--- config.mk ---
export PLATFORM = sky130hd
export DESIGN_NAME = pdp_top
export DESIGN_NICKNAME = d
export VERILOG_FILES = /design/src/include/pdp_pkg.sv /design/src/pdp_top.sv /design/src/pdp_prescale.sv
export SDC_FILE = /design/constraint.sdc
export NUM_CORES = 1
export LEC_CHECK = 0
export CORE_MARGIN = 3
export CORE_UTILIZATION = 40
export CTS_BUF_LIST = sky130_fd_sc_hd__clkbuf_8
export CTS_CLUSTER_SIZE = 28
export DETAILED_ROUTE_END_ITERATION = 7
export DONT_BUFFER_PORTS = 1
export HOLD_SLACK_MARGIN = 0.02
export PLACE_DENSITY_LB_ADDON = 0.1
export SLEW_MARGIN = 20
export SYNTH_ARGS = -nofsm -noshare
export SYNTH_HDL_FRONTEND = slang
export SYNTH_SLANG_ARGS = --single-unit
--- constraint.sdc ---
create_clock -name CORE_CLK -period 3.3 [get_ports CORE_CLK]
set_clock_uncertainty 0.2 [all_clocks]
set_input_delay 0.33 -clock CORE_CLK [delete_from_list [all_inputs] [get_ports CORE_CLK]]
set_output_delay 0.33 -clock CORE_CLK [all_outputs]
set_load 0.02 [all_outputs]
--- src/include/pdp_pkg.sv ---
package pdp_pkg;

	// ==================================================
	// register map
	localparam logic [15:0] ADDR_CLOCK_SELECT = 16'hffd0;
	localparam logic [15:0] ADDR_DUTY_UPPER   = 16'hffd1;
	localparam logic [15:0] ADDR_DUTY_LOWER   = 16'hffd2;
	localparam logic [15:0] ADDR_STATUS       = 16'hffd3;
	localparam logic [15:0] ADDR_CLOCK_GATE   = 16'hfffb;

	// ==================================================
	// reset values
	localparam logic [7:0] RST_CLOCK_SELECT = 8'hfc;
	localparam logic [7:0] RST_DUTY_UPPER   = 8'hc0;
	localparam logic [7:0] RST_DUTY_LOWER   = 8'h00;
	localparam logic [7:0] RST_CLOCK_GATE   = 8'hff;

	// ==================================================
	// read-back values
	localparam logic [7:0] READ_ALL_ONES = 8'hff;
	localparam logic [7:0] READ_UNMAPPED = 8'h00;
	localparam logic [3:0] GATE_RSVD_ONES = 4'hf;
	localparam logic [1:0] UPPER_RSVD_ONES = 2'h3;

	// ==================================================
	// field positions
	localparam int SEL_LSB         = 0;
	localparam int SEL_W           = 2;
	localparam int UPPER_DUTY_W    = 6;
	localparam int LOWER_DUTY_W    = 8;
	localparam int GATE_STORE_W    = 4;
	localparam int GATE_RELEASE_BIT = 1;
	localparam int STAT_PENDING_BIT = 0;
	localparam int STAT_LEVEL_BIT  = 1;
	localparam int STAT_PULSE_LSB  = 2;

	// ==================================================
	// waveform timing counts
	localparam int DUTY_W        = UPPER_DUTY_W + LOWER_DUTY_W;
	localparam int PULSE_IDX_W   = 6;
	localparam int PULSE_COUNT   = 64;
	localparam int SLOT_W        = 8;
	localparam int SLOTS_PER_PULSE = 256;
	localparam int PERIOD_UNITS  = PULSE_COUNT * SLOTS_PER_PULSE;
	localparam int PRESC_W       = 4;
	localparam int DIV_MIN       = 2;

	// ==================================================
	// types
	typedef enum logic [1:0] {
		PDP_ST_STOP = 2'b00,
		PDP_ST_RUN  = 2'b01,
		PDP_ST_HOLD = 2'b11
	} pdp_state_t;

	typedef struct packed {
		logic [SEL_W-1:0]  sel;
		logic [DUTY_W-1:0] duty;
	} pdp_cfg_t;

endpackage

--- src/pdp_top.sv ---
// Implementation choice: the address-and-strobe port.
`timescale 1ns/10ps

// Behaviour
// - select code 00/01/10/11 divides system clock by 2/4/8/16 for input clock.
// - conversion period 16384..131072 clocks, minimum width 1..8 clocks per code.
// - clock select bits are write-only and always read back as one.
// - control bits 7..2 stay one; control register resets to 0xfc.
// - duty is upper register bits 5..0 above the eight lower bits.
// - writing upper register latches duty; generator takes it at period boundary.
// - both duty registers are write-only and read as all ones.
// - duty registers reset to 0xc0 upper and 0x00 lower.
// - each conversion period is 64 pulses on the single output.
// - summed high time per period equals duty plus 64 minimum widths, at most 16384 (full high).
// - standby release bit zero stops the block, one (reset) runs it.
// - registers reset by reset, held in low-power modes and module standby.
module pdp_top (
	input  wire logic        CORE_CLK,
	input  wire logic        RST,
	input  wire logic [15:0] ADDR,
	input  wire logic [7:0]  WDATA,
	input  wire logic        WR,
	input  wire logic        RD,
	output logic      [7:0]  RDATA,
	input  wire logic        LOW_POWER,
	output logic             PWM_OUT,
	output logic             PWM_STANDBY
);

	// ==================================================
	// functions

	// bit reversal spreads the extra steps over the period
	function automatic logic [pdp_pkg::PULSE_IDX_W-1:0] bitrev6(
		input logic [pdp_pkg::PULSE_IDX_W-1:0] v
	);
		logic [pdp_pkg::PULSE_IDX_W-1:0] r;
		r = '0;
		for (int i = 0; i < pdp_pkg::PULSE_IDX_W; i++) begin
			r[i] = v[pdp_pkg::PULSE_IDX_W-1-i];
		end
		return r;
	endfunction

	function automatic logic hit(
		input logic [15:0] a,
		input logic [15:0] target
	);
		return a == target;
	endfunction

	// ==================================================
	// declarations
	logic [pdp_pkg::SEL_W-1:0]        clock_sel;
	logic [pdp_pkg::UPPER_DUTY_W-1:0] duty_upper;
	logic [pdp_pkg::LOWER_DUTY_W-1:0] duty_lower;
	logic [pdp_pkg::DUTY_W-1:0]       duty_latched;
	logic [1:0]                       upper_fixed;
	logic [pdp_pkg::GATE_STORE_W-1:0] clock_gate;
	logic                             load_pending;
	logic                             wr_ok;
	logic                             wr_upper;
	pdp_pkg::pdp_cfg_t                cfg_reg;
	pdp_pkg::pdp_cfg_t                cfg_act;
	pdp_pkg::pdp_state_t              state;
	pdp_pkg::pdp_state_t              next_state;
	logic                             released;
	logic                             running;
	logic                             tick;
	logic [pdp_pkg::SLOT_W-1:0]       slot;
	logic [pdp_pkg::PULSE_IDX_W-1:0]  pulse;
	logic                             period_end;
	logic                             extra;
	logic [pdp_pkg::SLOT_W:0]         width;
	logic                             level;
	logic [7:0]                       next_rdata;

	// ==================================================
	// write qualification

	// low-power modes freeze the register contents
	assign wr_ok    = WR && !LOW_POWER;
	assign wr_upper = wr_ok && hit(ADDR, pdp_pkg::ADDR_DUTY_UPPER);

	// ==================================================
	// clock select register
	always_ff @(posedge CORE_CLK) begin
		if (RST) begin
			clock_sel <= pdp_pkg::RST_CLOCK_SELECT[pdp_pkg::SEL_LSB +: pdp_pkg::SEL_W];
		end else if (wr_ok && hit(ADDR, pdp_pkg::ADDR_CLOCK_SELECT)) begin
			// bits 7..2 have no storage at all
			clock_sel <= WDATA[pdp_pkg::SEL_LSB +: pdp_pkg::SEL_W];
		end
	end

	// ==================================================
	// duty registers
	always_ff @(posedge CORE_CLK) begin
		if (RST) begin
			duty_upper <= pdp_pkg::RST_DUTY_UPPER[pdp_pkg::UPPER_DUTY_W-1:0];
		end else if (wr_upper) begin
			// top two bits are fixed ones, not stored
			duty_upper <= WDATA[pdp_pkg::UPPER_DUTY_W-1:0];
		end
	end

	always_ff @(posedge CORE_CLK) begin
		if (RST) begin
			duty_lower <= pdp_pkg::RST_DUTY_LOWER;
		end else if (wr_ok && hit(ADDR, pdp_pkg::ADDR_DUTY_LOWER)) begin
			duty_lower <= WDATA;
		end
	end

	// ==================================================
	// clock gate register
	always_ff @(posedge CORE_CLK) begin
		if (RST) begin
			clock_gate <= pdp_pkg::RST_CLOCK_GATE[pdp_pkg::GATE_STORE_W-1:0];
		end else if (wr_ok && hit(ADDR, pdp_pkg::ADDR_CLOCK_GATE)) begin
			clock_gate <= WDATA[pdp_pkg::GATE_STORE_W-1:0];
		end
	end

	assign released    = clock_gate[pdp_pkg::GATE_RELEASE_BIT];
	assign PWM_STANDBY = !released;

	// ==================================================
	// latch of the full value on the upper write

	// lower byte must already hold the new value here
	always_ff @(posedge CORE_CLK) begin
		if (RST) begin
			duty_latched <= {pdp_pkg::RST_DUTY_UPPER[pdp_pkg::UPPER_DUTY_W-1:0],
			                 pdp_pkg::RST_DUTY_LOWER};
		end else if (wr_upper) begin
			duty_latched <= {WDATA[pdp_pkg::UPPER_DUTY_W-1:0], duty_lower};
		end
	end

	// one driver for the staged pair; period change also waits for the boundary
	assign cfg_reg = '{sel: clock_sel, duty: duty_latched};

	// new write in the take-over cycle keeps the flag set
	always_ff @(posedge CORE_CLK) begin
		if (RST) begin
			load_pending <= 1'b0;
		end else if (wr_upper) begin
			load_pending <= 1'b1;
		end else if (period_end || state == pdp_pkg::PDP_ST_STOP) begin
			load_pending <= 1'b0;
		end
	end

	// ==================================================
	// active configuration

	// switching mid-period would tear a pulse, so wait for the boundary
	always_ff @(posedge CORE_CLK) begin
		if (RST) begin
			cfg_act.sel  <= pdp_pkg::RST_CLOCK_SELECT[pdp_pkg::SEL_LSB +: pdp_pkg::SEL_W];
			cfg_act.duty <= {pdp_pkg::RST_DUTY_UPPER[pdp_pkg::UPPER_DUTY_W-1:0],
			                 pdp_pkg::RST_DUTY_LOWER};
		end else if (period_end || state == pdp_pkg::PDP_ST_STOP) begin
			cfg_act <= cfg_reg;
		end
	end

	// ==================================================
	// operating state
	always_comb begin
		next_state = state;
		unique case (state)
			pdp_pkg::PDP_ST_STOP: begin
				if (released && !LOW_POWER) begin
					next_state = pdp_pkg::PDP_ST_RUN;
				end
			end
			pdp_pkg::PDP_ST_RUN: begin
				if (!released) begin
					next_state = pdp_pkg::PDP_ST_STOP;
				end else if (LOW_POWER) begin
					next_state = pdp_pkg::PDP_ST_HOLD;
				end
			end
			pdp_pkg::PDP_ST_HOLD: begin
				if (!released) begin
					next_state = pdp_pkg::PDP_ST_STOP;
				end else if (!LOW_POWER) begin
					next_state = pdp_pkg::PDP_ST_RUN;
				end
			end
			default: begin
				next_state = pdp_pkg::PDP_ST_STOP;
			end
		endcase
	end

	always_ff @(posedge CORE_CLK) begin
		if (RST) begin
			state <= pdp_pkg::PDP_ST_STOP;
		end else begin
			state <= next_state;
		end
	end

	assign running = (state == pdp_pkg::PDP_ST_RUN) && !LOW_POWER && released;

	// ==================================================
	// unit tick
	pdp_prescale pdp_prescale_inst (
		.clk  (CORE_CLK),
		.rst  (RST),
		.run  (running),
		.sel  (cfg_act.sel),
		.tick (tick)
	);

	// ==================================================
	// slot and pulse counters

	// 256 units per pulse, 64 pulses per period
	assign period_end = tick && (slot == pdp_pkg::SLOT_W'(pdp_pkg::SLOTS_PER_PULSE - 1))
	                    && (pulse == pdp_pkg::PULSE_IDX_W'(pdp_pkg::PULSE_COUNT - 1));

	always_ff @(posedge CORE_CLK) begin
		if (RST || state == pdp_pkg::PDP_ST_STOP) begin
			slot <= '0;
		end else if (tick) begin
			slot <= slot + 1'b1;
		end
	end

	always_ff @(posedge CORE_CLK) begin
		if (RST || state == pdp_pkg::PDP_ST_STOP) begin
			pulse <= '0;
		end else if (tick && slot == pdp_pkg::SLOT_W'(pdp_pkg::SLOTS_PER_PULSE - 1)) begin
			pulse <= pulse + 1'b1;
		end
	end

	// ==================================================
	// pulse width

	// one base unit plus the upper duty bits, plus one spread step
	assign extra = bitrev6(pulse) < cfg_act.duty[pdp_pkg::PULSE_IDX_W-1:0];
	assign width = (pdp_pkg::SLOT_W+1)'(cfg_act.duty[pdp_pkg::DUTY_W-1:pdp_pkg::PULSE_IDX_W])
	               + (pdp_pkg::SLOT_W+1)'(1) + (pdp_pkg::SLOT_W+1)'(extra);

	// widths above 256 saturate at a fully high pulse
	assign level = {1'b0, slot} < width;

	always_ff @(posedge CORE_CLK) begin
		if (RST || state == pdp_pkg::PDP_ST_STOP) begin
			PWM_OUT <= 1'b0;
		end else if (running) begin
			PWM_OUT <= level;
		end
	end

	// ==================================================
	// read data
	always_comb begin
		next_rdata = '0;
		if (RD) begin
			if (hit(ADDR, pdp_pkg::ADDR_CLOCK_SELECT)) begin
				next_rdata = pdp_pkg::READ_ALL_ONES;
			end else if (hit(ADDR, pdp_pkg::ADDR_DUTY_UPPER)) begin
				next_rdata = {upper_fixed, pdp_pkg::READ_ALL_ONES[pdp_pkg::UPPER_DUTY_W-1:0]};
			end else if (hit(ADDR, pdp_pkg::ADDR_DUTY_LOWER)) begin
				next_rdata = pdp_pkg::READ_ALL_ONES;
			end else if (hit(ADDR, pdp_pkg::ADDR_CLOCK_GATE)) begin
				next_rdata = {pdp_pkg::GATE_RSVD_ONES, clock_gate};
			end else if (hit(ADDR, pdp_pkg::ADDR_STATUS)) begin
				next_rdata[pdp_pkg::STAT_PENDING_BIT] = load_pending;
				next_rdata[pdp_pkg::STAT_LEVEL_BIT]   = PWM_OUT;
				next_rdata[pdp_pkg::STAT_PULSE_LSB +: pdp_pkg::PULSE_IDX_W] = pulse;
			end else begin
				next_rdata = pdp_pkg::READ_UNMAPPED;
			end
		end
	end

	// data stand only in the cycle after the strobe
	always_ff @(posedge CORE_CLK) begin
		if (RST) begin
			RDATA <= '0;
		end else begin
			RDATA <= next_rdata;
		end
	end

	// upper register fixed bits exist only as read-back ones
	assign upper_fixed = pdp_pkg::UPPER_RSVD_ONES;

endmodule // pdp_top

--- src/pdp_prescale.sv ---
`timescale 1ns/10ps

// unit tick generator: one tick per minimum modulation width
module pdp_prescale (
	input  wire logic                          clk,
	input  wire logic                          rst,
	input  wire logic                          run,
	input  wire logic [pdp_pkg::SEL_W-1:0]     sel,
	output logic                               tick
);

	// ==================================================
	// divider
	logic [pdp_pkg::PRESC_W-1:0] count;
	logic [pdp_pkg::PRESC_W-1:0] last;

	// half the input clock: phi/2 -> 1, phi/16 -> 8 core clocks
	assign last = pdp_pkg::PRESC_W'((1 << sel) - 1);

	always_ff @(posedge clk) begin
		if (rst) begin
			count <= '0;
		end else if (!run || count == last) begin
			count <= '0;
		end else begin
			count <= count + 1'b1;
		end
	end

	// combinational so the slot counter moves on the same edge
	assign tick = run && (count == last);

endmodule // pdp_prescale

==> results_dict.tcl <==
set metrics [dict create \
    path_common_cell "ha_1" \
    cts_buffer_depth 2 \
    dp_hpwl_um 5210 \
    rr_worst_depth 13 \
    grt_pass1_wl_um 12600 \
    period_minus_slack_ns 3.00 \
    crit_type "reg -> reg" \
    vdd_drop_max_mv 0.230 \
    overflow 0 \
    die_area_sq_um 10200 \
    maxSlewViolCount 0 \
    ys_seq_area_share_pct 41.0 \
    path_cells "inv_1, ha_1, a21o_1, a21o_1, a21oi_1, o21ai_0, ha_1, nor3b_2, xnor2_1, ha_1, a2111oi_2, nand3_1, a21oi_1" \
    synth.area.top_cells "dfxtp_1, mux2i_1, ha_1" \
    drt_iter0_drc 92 \
    cp.required_ns 3.38 \
    placeableCoreArea_sq_um 8760 \
    hold_class "in -> reg" \
    yosysTopAreaCell "dfxtp_1" \
    io-pin-count 39 \
    max_slew_margin_pct 55.6 \
    yosysMostFrequentCell "dfxtp_1" \
    r2r_setup_slack_ns 0.30 \
    critPathLaunchType "register" \
    drive_gt1_share_pct 13.2 \
    min_to "RDATA[5]" \
    netlist_top_cells_count "dfxtp_1, nor2_1, mux2i_1" \
    yosys_warnings 0 \
    cp_top_family "compound AO/OA/AOI/OAI gates" \
    p_leak_nw 1.67 \
    cts_num_sinks 74 \
    place_congestion 0.763 \
    crit_path_top_delay_cell "a2111oi_2" \
    drc_errors 0 \
    clock_latency_ns 0.35 \
    critPathMaxFanout 3 \
    place.port_buffers 0 \
    rsz0062_at_grt "false" \
    run_status "completed" \
    ys_ff_latch 74 \
    setup_violations 0 \
    root_buffer "clkbuf_8" \
    die_h_um 101 \
    synth_cell_types 54 \
    vias 2591 \
    die_x_um 101 \
    min_path_cells 2 \
    cts_tree "built" \
    max_slew.worst_pin.slew_ns 0.661 \
    period_share_pct 91.1 \
    grt_max_degree 65 \
    viasPerCell 5.15 \
    wl_per_cell_um 15.3 \
    crit_arrival_ns 3.08 \
    fill_cells 873 \
    netlist_instances 377 \
    synth_fp_nets 423 \
    tns_ns 0 \
    rows 34 \
    start_util_pct 41.2 \
    antenna_found_initial 0 \
    h-tree-depth 3 \
    cp_num_cells 13 \
    hold_start "RD" \
    synthArstFlopShare_pct 0 \
    max_cap_viol_count 0 \
    place_ws_ns 0.134 \
    cts_made_buffers 9 \
    path_clk_slew_ns 0.08 \
    synth_edf_count 0 \
    final.setup.worst_slack_ns 0.295 \
    hold_violations 0 \
    netlist_area_sq_um 3610 \
    ant_nets 0 \
    avgSynthCellArea_sq_um 9.58 \
    nets 436 \
    area.growth.synth_to_final_pct 13.7 \
    r2r-start "cfg_act[1]" \
    critPathBufInv 1 \
    grt_pass1_vias 2493 \
    grtUsageTotal_pct 15.9 \
    post_cts_buffers 0 \
    synth_top_area_share_pct 41.0 \
    slowest_delay_ns 0.36 \
    r2r-end "PWM_OUT" \
    fmax_mhz 333 \
    diodes 0 \
    endpoint_kind "register" \
    ys.flop_type "dfxtp_1" \
    routed_wl_um 7690 \
    dr.pass1.iters 4 \
    holdWs_ns 0.0395 \
    powerDensity_nw_per_um2 437 \
]
## cells in the final DEF (no fill, tap or decap), types with 2 or more instances in the layout
cell type      synthesis  final
nand4b_1               3      3
nand2b_1              34     34
a21o_2                 2      2
ha_1                  17     16
clkbuf_8               0     10
nor2b_1                2      2
a41o_1                 2      2
xnor2_1                7      7
a211o_1                4      4
nor3_1                 3      3
nand2_1                9      9
a31oi_1                2      2
mux2_2                 2      2
a22oi_1                2      2
a21o_1                 2      2
dfxtp_1               74     74
xor2_1                 4      4
mux2i_1               42     42
buf_4                  1      7
o21a_1                 4      4
bufinv_16              0      2
and3_1                 3      3
nand4_1                9      9
inv_1                 19     18
inv_6                  0      3
dlygate4sd3_1          0     10
and2_1                 3      3
o21ai_0                9      8
a31o_2                 4      4
a21oi_1               16     16
nor2_1                49     48
a2111oi_4              2      2
nand3_1               11     10
## worst register-to-register path: cells and delay by family, from the launching register on
kind	cells	cell delay, ns
compound gates	6	1.07
xor+xnor	1	0.17
fa+ha+maj	3	0.79
buf+inv	1	0.04
flops	1	0.33
simple gates	2	0.34
## metal layers
layer | GRT usage [%] | part of all wire, % | vias up
li1 | - | - | 1349
met1 | 22.5 | 52 | 1205
met2 | 23.2 | 44 | 28
met3 | 4.29 | 3.2 | 9
met4 | 5.42 | 1.2 | 0
met5 | 0 | 0 | -
## cell families after synthesis
family                   count (synthesis)  share of synthesized area [%]
AND/OR/NAND/NOR                        140                           21.6
flip-flops                              74                           41.0
AO/OA/AOI/OAI                           56                           12.2
multiplexers                            44                           12.3
buffers and inverters                   35                           4.40
adder cells (fa/ha/maj)                 17                           5.89
XOR/XNOR                                11                           2.67
## metrics by stage
step	area, sq um	utilization (%)	std cells	power (W)
floorplan	3610	-	377	0.000973
global placement	3720	42.5	476	0.000972
detailed placement	3720	42.5	476	0.000972
CTS	4070	46.5	503	0.00182
global route	4110	46.9	503	0.00187
finish	4110	46.9	503	0.00180
## state kept, by name (all words and copies together), names as in the netlist
signal	cells
duty_latched	14
clock_sel	2
pulse	6
cfg_act	16
state	2
clock_gate	4
slot	8
pdp_prescale_inst.count	4
PWM_OUT	1
load_pending	1
RDATA	8
duty_lower	8
## repair_timing
action / in CTS / in global routing
hold buffers: 11 / 0
resized for setup: 0 / 10
endpoints found under the setup margin: 0 / 1
endpoints found under the hold margin: 51 / 0
## worst max path at each step
stage	startpoint	to	slack (ns)
6_report	cfg_act[1]	PWM_OUT	0.30
5_1_grt	cfg_act[1]	PWM_OUT	0.02
4_1_cts	cfg_act[1]	PWM_OUT	0.11
3_5_place_dp	cfg_act[1]	PWM_OUT	0.13
3_3_place_gp	cfg_act[1]	PWM_OUT	0.22
2_1_floorplan	cfg_act[1]	PWM_OUT	0.38
## power by group
group          internal, W  switching (W)  total (W)
logic            0.0000356      0.0000438  0.0000795
clock network     0.000456       0.000364   0.000820
registers         0.000894     0.00000255   0.000897
total              0.00139       0.000410    0.00180
## area by class of cell
class,count,area (sq um),share of cell area [%]
tap,108,135,3.29
multi-input combinational,268,2020,49.1
inverter,19,71.3,1.74
clock buffer,10,138,3.35
sequential,74,1480,36.0
clock inverter,6,95.1,2.31
timing repair buffer,18,173,4.20
Note: power is estimated with default switching activity, not from simulation.
